[src/inc/lane_err_pkg.sv]
// Purpose: shared constants for the lane error counter control bank
// Assumes: one register clock, 12-bit register address, 8-bit data
// Notes:   counter slot k = lane_slot * 3 + error type
package lane_err_pkg;

    // bus geometry
    localparam int ADDR_W   = 12;
    localparam int DATA_W   = 8;

    // field geometry shared by every control register
    localparam int FIELD_W  = 3;
    localparam int ENA_LSB  = 3;
    localparam int RST_LSB  = 0;
    localparam int HOLD_LSB = 0;

    // error types, also the bit order inside every field
    localparam int TYPES             = 3;
    localparam int TYPE_UNEXP_CTRL   = 2;
    localparam int TYPE_INVALID_CODE = 1;
    localparam int TYPE_DISPARITY    = 0;

    // tracked lanes and counter slots
    localparam int LANE_SLOTS = 2;
    localparam int LANE0_SLOT = 0;
    localparam int LANE7_SLOT = 1;
    localparam int COUNTERS   = LANE_SLOTS * TYPES;

    // counters
    localparam int               COUNT_W   = 8;
    localparam logic [COUNT_W-1:0] COUNT_MAX = 8'hFF;

    // register offsets
    localparam logic [ADDR_W-1:0] LINK_PAGE_ADDR  = 12'h300;
    localparam logic [ADDR_W-1:0] LANE7_CTRL_ADDR = 12'h487;
    localparam logic [ADDR_W-1:0] LANE0_HOLD_ADDR = 12'h488;
    localparam logic [ADDR_W-1:0] LANE0_CTRL_ADDR = 12'h4A0;
    localparam logic [ADDR_W-1:0] LANE7_HOLD_ADDR = 12'h4A1;
    localparam logic [ADDR_W-1:0] COUNT_BASE_ADDR = 12'h4B0;
    localparam logic [ADDR_W-1:0] IRQ_STAT_ADDR   = 12'h4C0;
    localparam logic [ADDR_W-1:0] IRQ_MASK_ADDR   = 12'h4C1;

    // reset values
    localparam logic [FIELD_W-1:0]  FIELD_RESET = 3'h7;
    localparam logic [COUNTERS-1:0] MASK_RESET  = 6'h00;
    localparam logic [DATA_W-1:0]   READ_ZERO   = 8'h00;

endpackage : lane_err_pkg

[src/error_counter.sv]
// Purpose: one eight-bit lane error counter with hold or wrap
// Assumes: error strobe comes from logic on the same clock
// Notes:   clear is a level and wins over counting
module error_counter
    import lane_err_pkg::*;
(
    input  wire logic               clk,
    input  wire logic               reset,
    input  wire logic               clear,
    input  wire logic               enable,
    input  wire logic               hold,
    input  wire logic               error,
    output logic [COUNT_W-1:0]      count,
    output logic                    terminal
);

    logic [COUNT_W-1:0] count_q;
    logic [COUNT_W-1:0] count_d;
    logic               at_max;
    logic               bump;
    logic               term_d;
    logic               term_q;

    // a held counter at the top simply ignores further errors
    assign at_max  = (count_q == COUNT_MAX);
    assign bump    = enable && error && !(hold && at_max);
    assign count_d = clear ? '0 :
                     bump  ? count_q + 1'b1 : count_q;
    // pulse only on the step into the top value
    assign term_d  = !clear && bump && (count_d == COUNT_MAX);

    // counter state
    always_ff @(posedge clk or posedge reset) begin
        if (reset) begin
            count_q <= '0;
            term_q  <= 1'b0;
        end else begin
            count_q <= count_d;
            term_q  <= term_d;
        end
    end

    assign count    = count_q;
    assign terminal = term_q;

endmodule : error_counter

[src/lane_error_counter_control.sv]
// Purpose: paged control bank and error counters for lanes 0 and 7
// Assumes: error strobes and bus come from logic on the clk domain
// Notes:   every link page has its own copy of each control field
//
// The implementer's own choice: the plain strobed port.
module lane_error_counter_control
    import lane_err_pkg::*;
#(
    parameter int NUM_LINKS = 2
)
(
    input  wire logic                            clk,
    input  wire logic                            reset,
    input  wire logic [lane_err_pkg::ADDR_W-1:0] addr,
    input  wire logic [lane_err_pkg::DATA_W-1:0] wdata,
    input  wire logic                            wr_en,
    input  wire logic                            rd_en,
    input  wire logic [NUM_LINKS*3-1:0]          lane0_errors,
    input  wire logic [NUM_LINKS*3-1:0]          lane7_errors,
    output logic      [lane_err_pkg::DATA_W-1:0] rdata,
    output logic                                 irq
);

    import lane_err_pkg::*;

    // a single link still needs a one-bit page register
    localparam int PAGE_W = (NUM_LINKS > 1) ? $clog2(NUM_LINKS) : 1;

    // ------------------------------------------------------------
    // address decode
    // ------------------------------------------------------------

    logic              hit_page;
    logic              hit_l7_ctrl;
    logic              hit_l0_hold;
    logic              hit_l0_ctrl;
    logic              hit_l7_hold;
    logic              hit_count;
    logic              hit_stat;
    logic              hit_mask;
    logic [2:0]        count_idx;

    // plain compares keep the decode readable
    assign hit_page    = (addr == LINK_PAGE_ADDR);
    assign hit_l7_ctrl = (addr == LANE7_CTRL_ADDR);
    assign hit_l0_hold = (addr == LANE0_HOLD_ADDR);
    assign hit_l0_ctrl = (addr == LANE0_CTRL_ADDR);
    assign hit_l7_hold = (addr == LANE7_HOLD_ADDR);
    assign hit_stat    = (addr == IRQ_STAT_ADDR);
    assign hit_mask    = (addr == IRQ_MASK_ADDR);

    // counter readback window holds one byte per counter slot
    assign count_idx   = addr[2:0];
    assign hit_count   = (addr[ADDR_W-1:3] == COUNT_BASE_ADDR[ADDR_W-1:3])
                         && (int'(count_idx) < COUNTERS);

    // ------------------------------------------------------------
    // link page selector
    // ------------------------------------------------------------

    logic [PAGE_W-1:0] page_q;
    logic              page_ok;

    // writes of wider page numbers keep only the low bits
    // an out-of-range page turns paged writes off and reads to zero
    assign page_ok = (int'(page_q) < NUM_LINKS);

    // page register
    always_ff @(posedge clk or posedge reset) begin
        if (reset) begin
            page_q <= '0;
        end else if (wr_en && hit_page) begin
            page_q <= wdata[PAGE_W-1:0];
        end
    end

    // ------------------------------------------------------------
    // per-link control fields and counters
    // ------------------------------------------------------------

    // control fields, indexed by link then lane slot
    logic [FIELD_W-1:0] ena_q  [NUM_LINKS][LANE_SLOTS];
    logic [FIELD_W-1:0] rst_q  [NUM_LINKS][LANE_SLOTS];
    logic [FIELD_W-1:0] hold_q [NUM_LINKS][LANE_SLOTS];

    // counter outputs, indexed by link then counter slot
    logic [COUNT_W-1:0] cnt    [NUM_LINKS][COUNTERS];
    logic [COUNTERS-1:0] term  [NUM_LINKS];

    // write strobes for the currently selected page
    logic               wr_l7_ctrl;
    logic               wr_l0_ctrl;
    logic               wr_l0_hold;
    logic               wr_l7_hold;

    assign wr_l7_ctrl = wr_en && hit_l7_ctrl && page_ok;
    assign wr_l0_ctrl = wr_en && hit_l0_ctrl && page_ok;
    assign wr_l0_hold = wr_en && hit_l0_hold && page_ok;
    assign wr_l7_hold = wr_en && hit_l7_hold && page_ok;

    genvar gl;
    genvar gk;
    generate
        for (gl = 0; gl < NUM_LINKS; gl++) begin : g_link
            logic sel;
            logic [COUNTERS-1:0] err;

            // only the paged copy takes the write
            assign sel = (int'(page_q) == gl);

            // lane errors arrive grouped three per link
            assign err[LANE0_SLOT*TYPES +: TYPES] =
                lane0_errors[gl*TYPES +: TYPES];
            assign err[LANE7_SLOT*TYPES +: TYPES] =
                lane7_errors[gl*TYPES +: TYPES];

            // lane 7 enables and resets share one byte
            always_ff @(posedge clk or posedge reset) begin
                if (reset) begin
                    ena_q[gl][LANE7_SLOT] <= FIELD_RESET;
                    rst_q[gl][LANE7_SLOT] <= FIELD_RESET;
                end else if (wr_l7_ctrl && sel) begin
                    ena_q[gl][LANE7_SLOT] <=
                        wdata[ENA_LSB +: FIELD_W];
                    rst_q[gl][LANE7_SLOT] <=
                        wdata[RST_LSB +: FIELD_W];
                end
            end

            // lane 0 enables and resets, same layout as lane 7
            always_ff @(posedge clk or posedge reset) begin
                if (reset) begin
                    ena_q[gl][LANE0_SLOT] <= FIELD_RESET;
                    rst_q[gl][LANE0_SLOT] <= FIELD_RESET;
                end else if (wr_l0_ctrl && sel) begin
                    ena_q[gl][LANE0_SLOT] <= wdata[ENA_LSB +: FIELD_W];
                    rst_q[gl][LANE0_SLOT] <= wdata[RST_LSB +: FIELD_W];
                end
            end

            // lane 0 terminal count hold selects
            always_ff @(posedge clk or posedge reset) begin
                if (reset) begin
                    hold_q[gl][LANE0_SLOT] <= FIELD_RESET;
                end else if (wr_l0_hold && sel) begin
                    hold_q[gl][LANE0_SLOT] <=
                        wdata[HOLD_LSB +: FIELD_W];
                end
            end

            // lane 7 terminal count hold selects
            always_ff @(posedge clk or posedge reset) begin
                if (reset) begin
                    hold_q[gl][LANE7_SLOT] <= FIELD_RESET;
                end else if (wr_l7_hold && sel) begin
                    hold_q[gl][LANE7_SLOT] <= wdata[HOLD_LSB +: FIELD_W];
                end
            end

            // limitation: the counter slots are fixed at lanes 0 and 7;
            // other lanes need more slots and a wider readback window
            // one counter per lane slot and error type
            for (gk = 0; gk < COUNTERS; gk++) begin : g_cnt
                // reset bit is a level: counter stays at zero while set
                error_counter u_counter (
                    .clk      (clk),
                    .reset    (reset),
                    .clear    (rst_q[gl][gk/TYPES][gk%TYPES]),
                    .enable   (ena_q[gl][gk/TYPES][gk%TYPES]),
                    .hold     (hold_q[gl][gk/TYPES][gk%TYPES]),
                    .error    (err[gk]),
                    .count    (cnt[gl][gk]),
                    .terminal (term[gl][gk])
                );
            end
        end
    endgenerate

    // ------------------------------------------------------------
    // interrupt status and mask
    // ------------------------------------------------------------

    // a counter reaching 0xFF on any link raises its slot's bit
    logic [COUNTERS-1:0] term_any;

    always_comb begin
        term_any = '0;
        for (int l = 0; l < NUM_LINKS; l++) begin
            term_any = term_any | term[l];
        end
    end

    logic [COUNTERS-1:0] stat_q;
    logic [COUNTERS-1:0] stat_d;
    logic [COUNTERS-1:0] stat_clr;
    logic [COUNTERS-1:0] mask_q;
    logic                irq_q;

    // write one to clear; a new event in the same cycle still sets
    assign stat_clr = (wr_en && hit_stat) ? wdata[COUNTERS-1:0] : '0;
    assign stat_d   = (stat_q & ~stat_clr) | term_any;

    // status and mask registers
    always_ff @(posedge clk or posedge reset) begin
        if (reset) begin
            stat_q <= '0;
            mask_q <= MASK_RESET;
        end else begin
            stat_q <= stat_d;
            if (wr_en && hit_mask) begin
                mask_q <= wdata[COUNTERS-1:0];
            end
        end
    end

    // trade-off: registering irq from stat_d costs no cycle on status and one on mask writes, but keeps
    // the output glitch free where it leaves the block
    // registered level interrupt, set on the same edge as the status bit
    always_ff @(posedge clk or posedge reset) begin
        if (reset) begin
            irq_q <= 1'b0;
        end else begin
            irq_q <= |(stat_d & mask_q);
        end
    end

    assign irq = irq_q;

    // ------------------------------------------------------------
    // read path
    // ------------------------------------------------------------

    // fields of the selected page, zero when the page is unused
    logic [FIELD_W-1:0] sel_ena7;
    logic [FIELD_W-1:0] sel_rst7;
    logic [FIELD_W-1:0] sel_ena0;
    logic [FIELD_W-1:0] sel_rst0;
    logic [FIELD_W-1:0] sel_hold0;
    logic [FIELD_W-1:0] sel_hold7;
    logic [COUNT_W-1:0] sel_count;

    // guard on page_ok keeps the index inside the arrays
    logic [PAGE_W-1:0]  rd_page;
    assign rd_page   = page_ok ? page_q : '0;

    assign sel_ena7  = page_ok ? ena_q[rd_page][LANE7_SLOT]  : '0;
    assign sel_rst7  = page_ok ? rst_q[rd_page][LANE7_SLOT]  : '0;
    assign sel_ena0  = page_ok ? ena_q[rd_page][LANE0_SLOT]  : '0;
    assign sel_rst0  = page_ok ? rst_q[rd_page][LANE0_SLOT]  : '0;
    assign sel_hold0 = page_ok ? hold_q[rd_page][LANE0_SLOT] : '0;
    assign sel_hold7 = page_ok ? hold_q[rd_page][LANE7_SLOT] : '0;
    assign sel_count = (page_ok && hit_count) ?
                       cnt[rd_page][count_idx] : '0;

    // hazard: a status read in the cycle a counter tops out returns the
    // old value; the set lands one edge later and the next read sees it
    // reserved upper bits are tied to zero in every read word
    logic [DATA_W-1:0] rd_mux;

    assign rd_mux =
        hit_page    ? {{(DATA_W-PAGE_W){1'b0}}, page_q}               :
        hit_l7_ctrl ? {2'b00, sel_ena7, sel_rst7}                     :
        hit_l0_hold ? {5'b00000, sel_hold0}                           :
        hit_l0_ctrl ? {2'b00, sel_ena0, sel_rst0}                     :
        hit_l7_hold ? {5'b00000, sel_hold7}                           :
        hit_count   ? sel_count                                       :
        hit_stat    ? {{(DATA_W-COUNTERS){1'b0}}, stat_q}             :
        hit_mask    ? {{(DATA_W-COUNTERS){1'b0}}, mask_q}             :
                      READ_ZERO;

    logic [DATA_W-1:0] rdata_q;

    // data stand only in the cycle after the read strobe
    always_ff @(posedge clk or posedge reset) begin
        if (reset) begin
            rdata_q <= READ_ZERO;
        end else if (rd_en) begin
            rdata_q <= rd_mux;
        end else begin
            rdata_q <= READ_ZERO;
        end
    end

    assign rdata = rdata_q;

endmodule : lane_error_counter_control
[config.mk]
export PLATFORM = sky130hd
export DESIGN_NAME = lane_error_counter_control
export DESIGN_NICKNAME = d
export VERILOG_FILES = /design/src/inc/lane_err_pkg.sv /design/src/error_counter.sv /design/src/lane_error_counter_control.sv
export SDC_FILE = /design/constraint.sdc
export NUM_CORES = 1
export LEC_CHECK = 0
export BUFFER_PORTS_ARGS = -buffer_cell sky130_fd_sc_hd__clkbuf_2
export CAP_MARGIN = 10
export CORE_MARGIN = 10
export CORE_UTILIZATION = 55
export CTS_CLUSTER_DIAMETER = 120
export DETAILED_ROUTE_END_ITERATION = 16
export PLACE_DENSITY_LB_ADDON = 0.12
export RECOVER_POWER = 100
export SLEW_MARGIN = 20
export SYNTH_ARGS = -nofsm -noshare
export SYNTH_HDL_FRONTEND = slang
export SYNTH_HIERARCHICAL = 1
export SYNTH_SLANG_ARGS = --single-unit
[constraint.sdc]
create_clock -name clk -period 1.9 [get_ports clk]
set_input_delay 0.095 -clock clk [delete_from_list [all_inputs] [get_ports clk]]
set_output_delay 0.095 -clock clk [all_outputs]
set_load 0.02 [all_outputs]
# Yosys cells after proc, flatten, opt, wreduce, memory -nomap -nowiden
# Cells that the tools add are included.
[totals]
out_inout_bits = 9
inputBits = 36
elab_cells = 246
ff_bits = 166
[op_classes]
n_eq_ne = 32
bitwise = 8
reduce_logical = 101
n_addsub = 12
magnitude_cmp = 3
muxes = 49
[ops]
columns = ["op", "count"]
rows = [
  ["2-to-1 mux 8 bit", 33],
  ["equality test 8 bit, second input constant", 24],
  ["2-to-1 mux 48 bit", 3],
  ["adder 8 x 1 -> 8 bit, second input constant", 12],
  ["logical AND 1 bit", 76],
  ["equality test 12 x 11 -> 1 bit, second input constant", 6],
  ["2-to-1 mux 6 bit", 12],
  ["binary-select mux 8 bit (select 3 bit)", 1],
  ["zero test 1 bit", 24],
  ["AND 6 bit", 2],
  ["equality test 12 x 10 -> 1 bit, second input constant", 1],
  ["OR 6 bit", 2],
  ["equality test 9 x 8 -> 1 bit, second input constant", 1],
  ["NOT 6 bit", 1],
  ["OR reduction 6 bit", 1],
  ["greater-or-equal comparator 4 bit, second input constant", 1],
  ["NOT 3 -> 4 bit", 1],
  ["less-than comparator 3 bit, second input constant", 1],
  ["greater-or-equal comparator 2 bit, second input constant", 1],
  ["NOT 1 -> 2 bit", 1],
  ["NOT 1 bit", 1],
]

# Depth between registers and ports, before layout
# Gate-level depths: netlist of run 1.
[logic_depth]
depth_word = 14
ltp_mapped = 8
ltp_nobuf = 6

# Modules after synthesis
# Netlist of run 1, hierarchy kept.
[modules_own_cells]
columns = ["module", "n_inst", "seq_area_each_um2", "area_per_inst_um2", "cells_per_inst"]
rows = [
  ["error_counter", 12, 225.2, 523.0, 53],
  ["lane_error_counter_control", 1, 1496.4, 3791.1, 323],
]

# Worst setup path after synthesis of run 1
# No wires, ideal clock.
[synth_timing]
path_kind = "input-to-reg"
startpoint = "input addr[8] (netlist bit)"
endpoint = "register irq_q, in the netlist irq"
arrival_time_ns = 2.004
setup_time_ns = 0.126
required_time_ns = 1.774
cell_stages = 5
setup_slack_ns = -0.230
cell_sequence = "or4b_4 -> nor4_4 -> a31oi_1 -> or4_1 -> a221o_1"
[synth_via]
elab_chain_cells = 8
[synth_lines]
columns = ["element", "line_no", "source"]
rows = [
  ["start, declared", "lane_error_counter_control.sv:14", "input wire logic [lane_err_pkg::ADDR_W-1:0] addr,"],
  ["equality test 12 x 11 -> 1 bit", "lane_error_counter_control.sv:49", "assign hit_stat = (addr == IRQ_STAT_ADDR);"],
  ["logical AND 1 bit", "lane_error_counter_control.sv:200", "assign stat_clr = (wr_en && hit_stat) ? wdata[COUNTERS-1:0] : '0;"],
  ["2-to-1 mux 6 bit", "lane_error_counter_control.sv:200", ""],
  ["NOT 6 bit", "lane_error_counter_control.sv:201", "assign stat_d = (stat_q & ~stat_clr) | term_any;"],
  ["AND 6 bit", "lane_error_counter_control.sv:201", ""],
  ["OR 6 bit", "lane_error_counter_control.sv:201", ""],
  ["AND 6 bit", "lane_error_counter_control.sv:223", "irq_q <= |(stat_d & mask_q);"],
  ["OR reduction 6 bit", "lane_error_counter_control.sv:223", ""],
  ["end signal, assigned", "lane_error_counter_control.sv:223", ""],
  ["end, declared", "lane_error_counter_control.sv:197", "logic irq_q;"],
]
# Every way passes these cells.
# A chain may end at the register's enable or synchronous reset.

# Worst setup path in the final report of run 1
[layout_timing]
startpoint = "register page_q, in the netlist g_link[1].sel"
endpoint = "register rdata_q[0], in the netlist rdata[0]"
[layout_via]
elab_chain_cells = 14
[layout_lines]
columns = ["element", "line_no", "source"]
rows = [
  ["start, declared", "lane_error_counter_control.sv:61", "logic [PAGE_W-1:0] page_q;"],
  ["start signal, assigned", "lane_error_counter_control.sv:73", "page_q <= wdata[PAGE_W-1:0];"],
  ["NOT 1 -> 2 bit (implied by the code)", "-", ""],
  ["2-to-1 mux 48 bit (implied by the code) (3 in series)", "lane_error_counter_control.sv:253", "cnt[rd_page][count_idx] : '0;"],
  ["binary-select mux 8 bit (select 3 bit)", "lane_error_counter_control.sv:253", ""],
  ["2-to-1 mux 8 bit (implied by the code) (2 in series)", "lane_error_counter_control.sv:253", ""],
  ["2-to-1 mux 8 bit", "lane_error_counter_control.sv:266", "hit_count ? sel_count :"],
  ["2-to-1 mux 8 bit", "lane_error_counter_control.sv:265", "hit_l7_hold ? {5'b00000, sel_hold7} :"],
  ["2-to-1 mux 8 bit", "lane_error_counter_control.sv:264", "hit_l0_ctrl ? {2'b00, sel_ena0, sel_rst0} :"],
  ["2-to-1 mux 8 bit", "lane_error_counter_control.sv:263", "hit_l0_hold ? {5'b00000, sel_hold0} :"],
  ["2-to-1 mux 8 bit", "lane_error_counter_control.sv:262", "hit_l7_ctrl ? {2'b00, sel_ena7, sel_rst7} :"],
  ["2-to-1 mux 8 bit (*)", "lane_error_counter_control.sv:261", "hit_page ? {{(DATA_W-PAGE_W){1'b0}}, page_q} :"],
  ["2-to-1 mux 8 bit (*)", "lane_error_counter_control.sv:277", "end else if (rd_en) begin"],
  ["end signal, assigned", "lane_error_counter_control.sv:278", "rdata_q <= rd_mux;"],
  ["end, declared", "lane_error_counter_control.sv:271", "logic [DATA_W-1:0] rdata_q;"],
]
# Mark *: on every way between the ends. The rest lies on a longest branch, timed or not. The select of a mux whose other input is x is not followed.

==> results of run 1 <==
routing by layer:
metal / wire length (µm) / up-vias / GRT usage / part of all wire
li1: - / 3808 / - / -
met1: 13300 / 4167 / 0.352 / 0.46
met2: 12900 / 366 / 0.359 / 0.45
met3: 1980 / 38 / 0.0438 / 0.069
met4: 554 / 0 / 0.0695 / 0.019
met5: 0 / - / 0 / 0
path summary, 6_finish.rpt:
check                                                           startpoint                                              end  cells after the start
max in group asynchronous                                            reset                        g_link[1].sel$_DFFE_PP0P_                      4
min                                                               wdata[4]                             ena_q[1]$_DFFE_PP1P_                      2
max reg2reg                                      g_link[1].sel$_DFFE_PP0P_                               rdata[0]$_DFF_PP0_                      6
max                                              g_link[1].sel$_DFFE_PP0P_                               rdata[0]$_DFF_PP0_                      6
min in group asynchronous                                            reset  g_link[1].g_cnt[3].u_counter/count[3]$_DFF_PP0_                      3
min reg2reg                g_link[0].g_cnt[0].u_counter/terminal$_DFF_PP0_                              stat_q[0]$_DFF_PP0_                      1
logic make-up (layout without fill, tap and decap cells):
kind of cell / Yosys count / after routing / synth area share
simple gates: 377 / 377 / 0.211
fa+ha+maj: 12 / 12 / 0.0149
compound gates: 150 / 150 / 0.123
flops: 166 / 166 / 0.417
xor+xnor: 48 / 48 / 0.0418
buf+inv: 82 / 213 / 0.0372
mux: 124 / 124 / 0.154
where the power goes:
group | internal (mW) | switching (mW) | total [mW] | leakage, nW
sequential | 3.56 | 0.0305 | 3.59 | 2.10
combinational | 0.143 | 0.261 | 0.403 | 2.80
clock | 2.42 | 1.48 | 3.91 | 0.325
total | 6.13 | 1.77 | 7.90 | 5.23
synth_stat cells, types with 3 or more instances:
cell type	n	area, µm²
sky130_fd_sc_hd__nor3_2	12	120
sky130_fd_sc_hd__o211ai_1	15	113
sky130_fd_sc_hd__ha_1	12	150
sky130_fd_sc_hd__nor3_1	42	210
sky130_fd_sc_hd__mux2i_1	44	440
sky130_fd_sc_hd__nand4_1	20	125
sky130_fd_sc_hd__buf_4	12	90.1
sky130_fd_sc_hd__nand2_1	75	282
sky130_fd_sc_hd__and4_1	13	114
sky130_fd_sc_hd__o311ai_1	12	105
sky130_fd_sc_hd__nand2b_1	3	18.8
sky130_fd_sc_hd__inv_1	38	143
sky130_fd_sc_hd__buf_2	17	85.1
sky130_fd_sc_hd__nand2_2	12	75.1
sky130_fd_sc_hd__dfstp_2	36	946
sky130_fd_sc_hd__nand4_2	12	150
sky130_fd_sc_hd__a32o_1	3	30.0
sky130_fd_sc_hd__mux4_2	19	428
sky130_fd_sc_hd__o31ai_1	4	30.0
sky130_fd_sc_hd__nor2b_1	8	50.1
sky130_fd_sc_hd__and4b_1	13	130
sky130_fd_sc_hd__nand3_1	14	70.1
sky130_fd_sc_hd__o221ai_1	5	43.8
sky130_fd_sc_hd__mux2_2	61	687
sky130_fd_sc_hd__nor4b_1	5	43.8
sky130_fd_sc_hd__o21a_1	12	90.1
sky130_fd_sc_hd__clkbuf_1	13	48.8
sky130_fd_sc_hd__o21ai_1	12	60.1
sky130_fd_sc_hd__nand4b_1	12	105
sky130_fd_sc_hd__and2_1	13	81.3
sky130_fd_sc_hd__o41ai_2	12	195
sky130_fd_sc_hd__xor2_1	24	210
sky130_fd_sc_hd__o21ai_0	18	90.1
sky130_fd_sc_hd__nor2_1	101	379
sky130_fd_sc_hd__a211oi_1	4	30.0
sky130_fd_sc_hd__dfrtp_1	130	3250
sky130_fd_sc_hd__and3_1	13	81.3
sky130_fd_sc_hd__a31oi_1	4	25.0
sky130_fd_sc_hd__a2111oi_2	13	195
sky130_fd_sc_hd__a21oi_1	21	105
sky130_fd_sc_hd__xnor2_1	24	210
what timing repair did:
action / in CTS / in global routing
gates resized for setup: 11 / 11
hold endpoints to repair: 109 / 0
pin swaps: 1 / 6
endpoints found under the setup margin: 22 / 16
hold buffers: 2 / 0
gates cloned: 1 / 0
setup buffers: 3 / 1
layout make-up:
| type | count | share of cell area |
|---|---|---|
| clock buffer | 19 | 0.0387 |
| clock inverter | 13 | 0.0184 |
| inverter | 38 | 0.0122 |
| multi-input combinational | 711 | 0.465 |
| sequential | 166 | 0.359 |
| tap | 229 | 0.0245 |
| timing repair buffer | 143 | 0.0821 |
flip-flops by register name (all words and copies together), names as in the netlist:
| signal | count |
|---|---|
| g_link.sel | 1 |
| rdata | 8 |
| mask_q | 6 |
| hold_q | 12 |
| stat_q | 6 |
| irq | 1 |
| ena_q | 12 |
| g_link.g_cnt.u_counter/count | 96 |
| rst_q | 12 |
| g_link.g_cnt.u_counter/terminal | 12 |
through the flow:
step | setup WS [ps] | TNS [ps] | hold slack (ps) | cells
after global placement | -338 | -986 | 410 | 1281
after floorplan | -207 | -207 | -77.1 | 959
after CTS | -102 | -508 | 17.7 | 1319
after detailed placement | -362 | -1540 | 425 | 1281
after global routing | -140 | -1610 | 36.3 | 1319
final | -109 | -223 | 43.3 | 1319
worst max-delay path, delay by kind of cell, from the launching register on:
family | cells | cell delay, ps
compound gates | 3 | 550
buf+inv | 1 | 130
flops | 1 | 420
mux | 2 | 790
==> out/metrics.sh, run 1 <==
TIMING.CRITICAL_PATH.FANOUT_MAX=5
OUTCOME='finished, violations left'
WORST-SLEW-PIN-TRANSITION_PS=1040
PWR_DENSITY_CELL_nW_PER_UM2=675
STARTPOINT_CLASS_OF_THE_CRITICAL_PATH='flop'
CLOCK_PATH_BUFFERS=2
CLOCK-SINKS=166
GRT.OVERFLOW.TOTAL=0
P_TOTAL_mW=7.90
ASYNCSETRESETFLOPFRACSYNTH=1.00
DESIGN.FINAL.NETS=1125
MIN_PERIOD_OVER_PERIOD=1.06
VIOLATIONS_IN_THE_FINAL_REPORTS='setup timing'
FINAL_LAYOUT_SIZE_SUFFIX_GT1_FRAC=0.298
MOST-COMMON-LAYOUT-CELLS='sky130_fd_sc_hd__dfrtp_1 (129), sky130_fd_sc_hd__nor2_1 (100), sky130_fd_sc_hd__buf_4 (82), sky130_fd_sc_hd__nand2_1 (76), sky130_fd_sc_hd__mux2_2 (58)'
SYNTH_CELLS=959
SYNTH_TOP_FLOP_CELL='sky130_fd_sc_hd__dfrtp_1'
SYNTHESIS.YOSYS.WARNINGS=6
SETUP_REPAIR_AFTER_GLOBAL_ROUTING_MISSED_ITS_MARGIN='true'
PERIOD_MINUS_SLACK_PS=2010
CLOCK_LATENCY_PS=430
NUMBER_OF_ENABLE_TYPE_REGISTER_CELLS_IN_THE_SYNTHESIZED_NETLIST=0
FILLERINSTANCES=1412
SYNTH.LIB_CELLS_USED.DISTINCT=60
CRIT_PATH_CELLS='buf_12, mux4_2, mux2_4, o211ai_1, o2111ai_1, a32o_2'
FINALSETUPVIOLCOUNT=4
DIE-WIDTH_UM=155
TRACK_USAGE=0.242
REG2REG_SETUP_SLACK_PS=-110
POSTPLACECELLAREA_UM2=11100
FIRST_GLOBAL_VIAS=8117
UTILIZATION=0.652
POST-ROUTE-CELL-AREA_UM2=11700
DIE_HEIGHT_UM=155
MIN_DELAY_WORST_TYPE='in -> reg'
POSTROUTEWIRELENGTH_MM=28.8
WL_PER_CELL_UM=21.8
PIN_COUNT_OF_THE_BIGGEST_NET_ENTERING_GLOBAL_ROUTING=38
MULTIINPUTGATEAREA_UM2=5450
FINALMAXSLEWVIOLATIONS=0
SETUP_SLACK_PS=-109
YS_SEQ_ELEMENTS=166
IO_BUFFERS=42
ANTENNADIODECOUNT=0
PLACE_HPWL_MM=21.9
CTS_TREE='yes'
POWER_LEAKAGE_nW=5.23
CLOCK-SKEW-FINAL_PS=10.1
GP_CONGESTION=1.03
SYN-CELL-AREA_UM2=10100
LAYOUT.AREA.SEQ_UM2=4200
MAXCAPVIOLATIONS=0
NUMCTSBUFFERS=17
SYNTH-SEQ-AREA-SHARE=0.417
WORSTSETUPPATHTYPE='reg -> reg'
PATH_CLK_SLEW_PS=70
POST_SYN_NETS=1007
WORST_SETUP_PATH_END_KIND='flop'
LAYOUT.CELLS.MOST_COMMON='sky130_fd_sc_hd__dfrtp_1'
CTS-HTREE-LEVELS=4
NUM_VIAS=8379
CP_DATA_REQUIRED_TIME_PS=2210
ANTENNA_FOUND_INITIAL=0
CRITICAL_PATH.MAX_STAGE_DELAY_PS=500
ROW_COUNT=49
HOLD_VIOL_FINAL=0
DRT_FIRST_ITER_VIOLATIONS=831
TOTAL_DIE_AREA_UM2=24100
DETAIL_ROUTE.FIRST_PASS.ITERATIONS=7
FLOORPLAN.CORE_AREA_UM2=18000
CTS.ROOT.BUFFER_CELL='sky130_fd_sc_hd__clkbuf_16'
AREAGROWTHSYNTHTOFINISH_PCT=16.3
CP_DATA_ARRIVAL_TIME_PS=2320
WORST_PATH_MAX_DELAY_CELL='sky130_fd_sc_hd__mux4_2'
NUM_IO_PINS=45
WORST_IR_DROP_VDD_uV=641
COUNT_OF_ANTENNA_VIOLATING_NETS_LEFT_AFTER_DETAILED_ROUTING=0
MAXSLEWHEADROOM=0.305
INITIAL_UTILIZATION=0.560
VIA_DENSITY_PER_INSTANCE=6.35
ACHIEVABLE-FREQUENCY_MHz=498
DETAIL_ROUTE.DRC_VIOLATIONS=0
SYNTH.AVG_CELL_AREA_UM2=10.5
GRT_PASS1_WL_MM=46.1
(Power assumes the default switching activity.)
==> run 2: changes to the inputs <==
--- a/config.mk
+++ b/config.mk
@@ -6,15 +6,14 @@
 export NUM_CORES = 1
 export LEC_CHECK = 0
 export BUFFER_PORTS_ARGS = -buffer_cell sky130_fd_sc_hd__clkbuf_2
-export CAP_MARGIN = 10
 export CORE_MARGIN = 10
 export CORE_UTILIZATION = 55
 export CTS_CLUSTER_DIAMETER = 120
 export DETAILED_ROUTE_END_ITERATION = 16
 export PLACE_DENSITY_LB_ADDON = 0.12
 export RECOVER_POWER = 100
+export SETUP_SLACK_MARGIN = 0.4
 export SLEW_MARGIN = 20
 export SYNTH_ARGS = -nofsm -noshare
 export SYNTH_HDL_FRONTEND = slang
-export SYNTH_HIERARCHICAL = 1
 export SYNTH_SLANG_ARGS = --single-unit
==> run 2 against run 1 <==
Net effect: the run still ends with setup timing left; clock skew fell by 2.0 ps; clock power fell by 9.0%; non-clock buffer count rose by 89; power fell by 4.7%; die area fell by 4.7%; synthesized cell count fell by 3.9%; sequential power barely moved.
==> out/metrics.sh, run 2 <==
SYNTH.AVG_CELL_AREA_UM2=10.3
TIMING.CRITICAL_PATH.FANOUT_MAX=4
DIE_HEIGHT_UM=152
SETUP-TNS-FINAL_PS=-22.8
SWITCHING_SHARE=0.248
NUM_IO_PINS=45
DP_CELLS=1265
INITIAL_UTILIZATION=0.556
HOLD_VIOL_FINAL=0
SYNTH.MOST_COMMON_CELL='sky130_fd_sc_hd__dfrtp_1'
SYNTH_TOP_FAMILY_BY_AREA='simple AND/OR/NAND/NOR gates'
SYNTH_TOP_CELL_BY_AREA='sky130_fd_sc_hd__dfrtp_1'
WORST_SETUP_PATH_END_KIND='flop'
TOTAL_DIE_AREA_UM2=23000
POSTROUTEWIRELENGTH_MM=32.4
POST_SYN_NETS=970
PLACE_WS_PS=-38.6
FIRST_GLOBAL_VIAS=8369
GRT.OVERFLOW.TOTAL=0
CRITICAL_PATH_DEPTH=7
PWR_DENSITY_CELL_nW_PER_UM2=553
SETUP_SLACK_PS=-22.8
VIOLATIONS_IN_THE_FINAL_REPORTS='setup timing'
REG2REG_DEPTH=7
SYN-CELL-AREA_UM2=9520
PORTION_OF_NETLIST_AREA_OCCUPIED_BY_MUX_CELLS=0.162
ROW_COUNT=48
DRT_FIRST_ITER_VIOLATIONS=868
AREAGROWTHSYNTHTOFINISH_PCT=42.9
CLOCK_LATENCY_PS=440
CLOCK_PATH_BUFFERS=2
YS_SEQ_ELEMENTS=166
ASYNCSETRESETFLOPFRACSYNTH=1.00
ARITHMETIC_CELL_SHARE_OF_THE_SYNTHESIZED_AREA_COUNTING_FULL_ADDERS_HALF_ADDERS_AND_MAJORITY_GATES=0.0158
WORST_IR_DROP_VDD_uV=679
FLOORPLAN.CORE_AREA_UM2=17100
SYNTH_XOR_AREA_FRAC=0.0561
CTS_TREE='yes'
GRT_PASS1_WL_MM=45.9
CP_DATA_ARRIVAL_TIME_PS=2290
MAXCAPVIOLATIONS=0
LAYOUT.AREA.SEQ_UM2=4230
MIN_DELAY_WORST_TYPE='in -> reg'
CLOCK-SKEW-FINAL_PS=8.09
ACHIEVABLE-FREQUENCY_MHz=520
POWER.INTERNAL_mW=5.66
SYNTH_CELLS=922
DETAIL_ROUTE.DRC_VIOLATIONS=0
SEQ_POWER_SHARE=0.474
PIN_COUNT_OF_THE_BIGGEST_NET_ENTERING_GLOBAL_ROUTING=50
FINALMAXSLEWVIOLATIONS=0
CTS.ROOT.BUFFER_CELL='sky130_fd_sc_hd__clkbuf_16'
POWER.COMBINATIONAL.FRACTION=0.052
DIE-WIDTH_UM=152
CP_DATA_REQUIRED_TIME_PS=2270
DETAIL_ROUTE.FIRST_PASS.ITERATIONS=8
MIN_PERIOD_OVER_PERIOD=1.01
PERIOD_MINUS_SLACK_PS=1920
LAYOUT.CELLS.NON_FILLER=1379
SYNTH_TOP_AREA_FRAC=0.342
DESIGN.FINAL.NETS=1189
TRACK_USAGE=0.259
MAX_FFS_PER_REGISTER=96
TOP_AREA_CELLS_IN_THE_SYNTHESIZED_NETLIST='sky130_fd_sc_hd__dfrtp_1 (34%), sky130_fd_sc_hd__dfstp_2 (9.9%), sky130_fd_sc_hd__mux2_2 (7.2%)'
FILLERINSTANCES=1027
FIN_WORST_HOLD_SLACK_PS=19.1
NUMBER_OF_ENABLE_TYPE_REGISTER_CELLS_IN_THE_SYNTHESIZED_NETLIST=0
VIA_DENSITY_PER_INSTANCE=6.38
SYNTH_TOP_FLOP_CELL='sky130_fd_sc_hd__dfrtp_1'
CRIT_PATH_CELLS='ha_4, nand4_1, buf_4, o2111ai_4, xor2_2, nor4_2, and4_1'
WORST_PATH_MAX_DELAY_CELL='sky130_fd_sc_hd__dfrtp_2'
STARTPOINT_CLASS_OF_THE_CRITICAL_PATH='flop'
OUTCOME='finished, violations left'
POWER_LEAKAGE_nW=5.57
CLOCK-SINKS=166
LAYOUT.CELLS.MOST_COMMON='sky130_fd_sc_hd__buf_4'
UTILIZATION=0.795
PWR-SHARE-CLK=0.473
FINALSETUPVIOLCOUNT=1
SYNTH-SIMPLE-AREA-SHARE=0.225
COUNT_OF_ANTENNA_VIOLATING_NETS_LEFT_AFTER_DETAILED_ROUTING=0
CRITICAL_PATH_BUF_INV_COUNT=1
WORSTSETUPPATHTYPE='reg -> reg'
MAXSLEWHEADROOM=0.148
SYNTH.LIB_CELLS_USED.DISTINCT=62
GP_CONGESTION=0.935
SYNTHESIS.YOSYS.WARNINGS=0
IO_BUFFERS=42
WORST-SLEW-PIN-TRANSITION_PS=1280
SYNTH_COMPOUND_GATE_AREA_SHARE=0.0794
SETUP_REPAIR_AFTER_GLOBAL_ROUTING_MISSED_ITS_MARGIN='true'
PLACE_HPWL_MM=20.6
SYNTHTOPCELLSBYCOUNT='sky130_fd_sc_hd__dfrtp_1 (130), sky130_fd_sc_hd__nor2_1 (111), sky130_fd_sc_hd__nand2_1 (78)'
MULTIINPUTGATEAREA_UM2=6630
CTS-HTREE-LEVELS=4
PATH_CLK_SLEW_PS=70
NUM_VIAS=8803
WL_PER_CELL_UM=23.5
NUMCTSBUFFERS=17
ANTENNA_FOUND_INITIAL=0
FINAL_LAYOUT_SIZE_SUFFIX_GT1_FRAC=0.509
HOLD_DEPTH=3
CRITICAL_PATH.MAX_STAGE_DELAY_PS=420
CRITICAL-PATH-TOP-DELAY-FAMILY='simple AND/OR/NAND/NOR gates'
ANTENNADIODECOUNT=0
MOST-COMMON-LAYOUT-CELLS='sky130_fd_sc_hd__buf_4 (144), sky130_fd_sc_hd__nor2_1 (105), sky130_fd_sc_hd__dfrtp_1 (105), sky130_fd_sc_hd__nand2_1 (58)'
SWITCHING_POWER_mW=1.86
SYNTH-SEQ-AREA-SHARE=0.441
-- run 2: cell types whose count changed after synthesis, moves of 13 or more --
cell                      before  now
sky130_fd_sc_hd__inv_1        38   15
sky130_fd_sc_hd__and3_1       13   26
sky130_fd_sc_hd__nand3_1      14   28
sky130_fd_sc_hd__nor3_1       42   23
sky130_fd_sc_hd__nor4_1        0   16
-- run 2: path summary, 6_finish.rpt --
| kind | startpoint | to | slack, ps |
|---|---|---|---|
| max | g_link[1].g_cnt[5].u_counter.count[0]$_DFF_PP0_ | g_link[1].g_cnt[5].u_counter.terminal$_DFF_PP0_ | -20 |
| min | wdata[2] | rst_q[8]$_DFFE_PP1P_ | 20 |
| max reg2reg | g_link[1].g_cnt[5].u_counter.count[0]$_DFF_PP0_ | g_link[1].g_cnt[5].u_counter.terminal$_DFF_PP0_ | -20 |
| min reg2reg | g_link[0].g_cnt[1].u_counter.terminal$_DFF_PP0_ | stat_q[1]$_DFF_PP0_ | 490 |
| max in group asynchronous | reset | g_link[1].g_cnt[3].u_counter.count[0]$_DFF_PP0_ | 200 |
| min in group asynchronous | reset | g_link[1].g_cnt[4].u_counter.count[2]$_DFF_PP0_ | 110 |
-- run 2: final cells by class --
cell class,count,share of cell area
Clock buffer,17,0.0313
Tap cell,225,0.0207
Sequential cell,166,0.311
Timing Repair Buffer,232,0.132
Clock inverter,15,0.0123
Multi-Input combinational cell,708,0.488
Inverter,16,0.00469
-- run 2: power groups by stage --
| stage | combinational (mW) | sequential, mW | clock [mW] |
|---|---|---|---|
| 5_1_grt | 0.420 | 3.57 | 3.74 |
| 3_3_place_gp | 0.347 | 3.63 | 0 |
| 4_1_cts | 0.383 | 3.57 | 3.58 |
| 2_1_floorplan | 0.179 | 3.63 | 0 |
| 6_report | 0.394 | 3.57 | 3.56 |
| 3_5_place_dp | 0.353 | 3.63 | 0 |
-- run 2: repair_timing --
item	in CTS	in global routing
gates cloned	0	1
gates resized for setup	108	171
setup buffers	40	38
endpoints found under the setup margin	90	103
pin swaps	56	71
endpoints found under the hold margin	135	0
hold buffers	3	0
-- run 2: cell families after synthesis --
family                     count (synthesis)
and+or+nand+nor                          405
muxes                                    120
xor gates and xnor gates                  61
buffers and inverters                     48
AOI/OAI and AO/OA                        110
adders and majority gates                 12
DFF                                      166
-- run 2: metrics by stage --
stage | cell area [µm²] | power [mW]
floorplan | 10000 | 3.81
global placement | 11200 | 3.98
detailed placement | 11200 | 3.99
CTS | 12600 | 7.53
global route | 13600 | 7.73
finish | 13600 | 7.53
-- run 2: layer usage --
layer | global-route usage | vias to the layer above | wire length, µm
li1 | - | 3864 | -
met5 | 0 | - | 0
met4 | 0.0767 | 0 | 672
met2 | 0.401 | 434 | 15700
met1 | 0.369 | 4441 | 13600
met3 | 0.0410 | 64 | 2460
-- run 2: worst min-delay path, delay by kind of cell --
family,cells,cell delay [ps]
compound gates,1,70
buf+inv,1,190
simple gates,1,90
==> run 3: changes to the inputs <==
--- a/config.mk
+++ b/config.mk
@@ -10,7 +10,7 @@
 export CORE_UTILIZATION = 55
 export CTS_CLUSTER_DIAMETER = 120
 export DETAILED_ROUTE_END_ITERATION = 16
-export PLACE_DENSITY_LB_ADDON = 0.12
+export PLACE_DENSITY = 0.75
 export RECOVER_POWER = 100
 export SETUP_SLACK_MARGIN = 0.4
 export SLEW_MARGIN = 20
==> run 3 against run 2 <==
Net effect: the flow still finishes with violations (setup timing); cell count grew 0.29%; first-iteration DRC count grew 23%; fmax shrank 5.5%; hold slack gained 33 ps; setup slack lost 110 ps; count of clock-buffer cells in the layout grew 3; combinational power grew 5.1%; via count grew 5.1%; sequential power is essentially flat; clock power grew 14%; largest cell class unchanged.
==> out/metrics.sh, run 3 (synthesis results as in run 2) <==
SWITCHING_POWER_mW=1.78
CTS_TREE='yes'
DIE-WIDTH_UM=152
COUNT_OF_ANTENNA_VIOLATING_NETS_LEFT_AFTER_DETAILED_ROUTING=0
CRITICAL_PATH_BUF_INV_COUNT=2
CLOCK-SKEW-FINAL_PS=10.7
VIA_DENSITY_PER_INSTANCE=6.69
WORST-SLEW-PIN-TRANSITION_PS=733
PWR_DENSITY_CELL_nW_PER_UM2=582
CLOCK_LATENCY_PS=450
WL_PER_CELL_UM=25.4
PWR-SHARE-CLK=0.506
DETAIL_ROUTE.DRC_VIOLATIONS=0
STARTPOINT_CLASS_OF_THE_CRITICAL_PATH='flop'
CRITICAL-PATH-TOP-CELL-BY-COUNT='sky130_fd_sc_hd__buf_4'
POWER_LEAKAGE_nW=5.66
SETUP_REPAIR_AFTER_GLOBAL_ROUTING_MISSED_ITS_MARGIN='true'
DRT_FIRST_ITER_VIOLATIONS=1066
MAXSLEWHEADROOM=0.511
POWER.COMBINATIONAL.FRACTION=0.051
MAXCAPVIOLATIONS=0
NUMCTSBUFFERS=17
GRT_PASS1_WL_MM=47.3
GRT.MET1_USAGE=0.362
BUSIEST_LAYER='met2'
ANTENNA_FOUND_INITIAL=0
WORST_PATH_MAX_DELAY_CELL='sky130_fd_sc_hd__dfrtp_2'
WORSTSETUPPATHTYPE='reg -> reg'
CTS.ROOT.BUFFER_CELL='sky130_fd_sc_hd__clkbuf_16'
PIN_COUNT_OF_THE_BIGGEST_NET_ENTERING_GLOBAL_ROUTING=53
FINAL_LAYOUT_SIZE_SUFFIX_GT1_FRAC=0.528
GROUTE.LAYER.MET3.USAGE=0.0481
SETUP_SLACK_PS=-134
ANTENNADIODECOUNT=0
VIOLATIONS_IN_THE_FINAL_REPORTS='setup timing'
TRACK_USAGE=0.267
DIE_HEIGHT_UM=152
AREAGROWTHSYNTHTOFINISH_PCT=45.5
CLOCK_PATH_BUFFERS=2
DETAIL_ROUTE.FIRST_PASS.ITERATIONS=5
UTILIZATION=0.809
CLOCK-SINKS=166
GROUTE.LAYER.MET2.USAGE=0.422
CP_DATA_ARRIVAL_TIME_PS=2420
FINALMAXSLEWVIOLATIONS=0
WORST_SETUP_PATH_END_KIND='flop'
FLOORPLAN.CORE_AREA_UM2=17100
CP_DATA_REQUIRED_TIME_PS=2290
GP_CONGESTION=0.975
WORST_IR_DROP_VDD_uV=627
DESIGN.FINAL.NETS=1193
ROW_COUNT=48
PLACE_HPWL_MM=20.3
CTS-HTREE-LEVELS=4
HOLD_VIOL_FINAL=0
OUTCOME='finished, violations left'
SWITCHING_SHARE=0.221
FIRST_GLOBAL_VIAS=8487
PERIOD_MINUS_SLACK_PS=2030
TIMING.CRITICAL_PATH.FANOUT_MAX=4
DP_CELLS=1243
SEQ_POWER_SHARE=0.443
TOTAL_DIE_AREA_UM2=23000
IO_BUFFERS=42
NUM_VIAS=9252
PATH_CLK_SLEW_PS=70
PLACE_WS_PS=-125
GRT.OVERFLOW.TOTAL=0
MOST-COMMON-LAYOUT-CELLS='sky130_fd_sc_hd__buf_4 (133), sky130_fd_sc_hd__nor2_1 (101), sky130_fd_sc_hd__dfrtp_1 (101), sky130_fd_sc_hd__nand2_1 (55), sky130_fd_sc_hd__buf_6 (42)'
POST-ROUTE-CELL-AREA_UM2=13900
INITIAL_UTILIZATION=0.556
CRITICAL-PATH-TOP-DELAY-FAMILY='simple AND/OR/NAND/NOR gates'
FINALSETUPVIOLCOUNT=4
CRIT_PATH_CELLS='ha_4, and3_4, a31oi_4, buf_4, nand2_1, xor2_2, nor4_4, buf_4'
MIN_DELAY_WORST_TYPE='in -> reg'
NUM_IO_PINS=45
POSTROUTEWIRELENGTH_MM=35.2
CRITICAL_PATH.MAX_STAGE_DELAY_PS=430
POWER.INTERNAL_mW=6.28
P_TOTAL_mW=8.06
ACHIEVABLE-FREQUENCY_MHz=492
MIN_PERIOD_OVER_PERIOD=1.07
LAYOUT.CELLS.MOST_COMMON='sky130_fd_sc_hd__buf_4'
LAYOUT.CELLS.NON_FILLER=1383
MAX_FFS_PER_REGISTER=96
POSTPLACECELLAREA_UM2=11000
[run 3: power by group through the flow]
| stage | Sequential [mW] | Combinational, mW | Clock, mW |
|---|---|---|---|
| 2_1_floorplan | 3.63 | 0.179 | 0 |
| 3_3_place_gp | 3.63 | 0.344 | 0 |
| 3_5_place_dp | 3.63 | 0.351 | 0 |
| 4_1_cts | 3.57 | 0.396 | 4.08 |
| 5_1_grt | 3.57 | 0.441 | 4.26 |
| 6_report | 3.57 | 0.414 | 4.07 |
[run 3: repair_timing]
action / CTS / global route
setup buffers: 48 / 58
setup endpoints to repair: 80 / 111
gates resized for setup: 145 / 168
endpoints found under the hold margin: 14 / 0
hold buffers: 2 / 0
pin swaps: 61 / 97
[run 3: metrics by stage]
step                      hold slack [ps]  setup TNS [ps]
after floorplan                       216          -36190
after CTS                            13.2            -176
after global routing                 45.5            -823
after detailed placement             99.9            -334
after global placement               99.6            -235
final                                51.8            -258
[run 3: cell type report]
class | instances | area (µm²)
Inverter | 16 | 61.3
Clock buffer | 20 | 467
Sequential cell | 166 | 4240
Fill cell | 907 | 3260
Multi-Input combinational cell | 708 | 6690
Timing Repair Buffer | 236 | 1900
Tap cell | 225 | 282
Clock inverter | 12 | 221
[run 3: worst paths after layout]
path,startpoint,cells past startpoint,slack [ps],to
worst min-delay path,wdata[5],2,50,stat_q[5]$_DFF_PP0_
worst max-delay path,g_link[0].g_cnt[0].u_counter.count[0]$_DFF_PP0_,8,-130,g_link[0].g_cnt[0].u_counter.terminal$_DFF_PP0_
worst max register to register,g_link[0].g_cnt[0].u_counter.count[0]$_DFF_PP0_,8,-130,g_link[0].g_cnt[0].u_counter.terminal$_DFF_PP0_
max in group asynchronous,reset,5,200,g_link[0].g_cnt[2].u_counter.count[5]$_DFF_PP0_
worst min register to register,g_link[1].g_cnt[3].u_counter.terminal$_DFF_PP0_,1,470,stat_q[3]$_DFF_PP0_
min in group asynchronous,reset,3,250,g_link[1].g_cnt[4].u_counter.count[1]$_DFF_PP0_
[run 3: worst register-to-register path: cells and delay by family, from the launching register on]
kind	cells	cell delay [ps]
xor+xnor	1	170
buf+inv	2	350
compound gates	1	290
flops	1	430
simple gates	3	560
fa+ha+maj	1	180
[run 3: per-layer routing]
metal / up-vias / wire length [µm]
li1: 3871 / -
met1: 4609 / 13200
met2: 625 / 17100
met3: 147 / 3260
met4: 0 / 1570
met5: - / 0
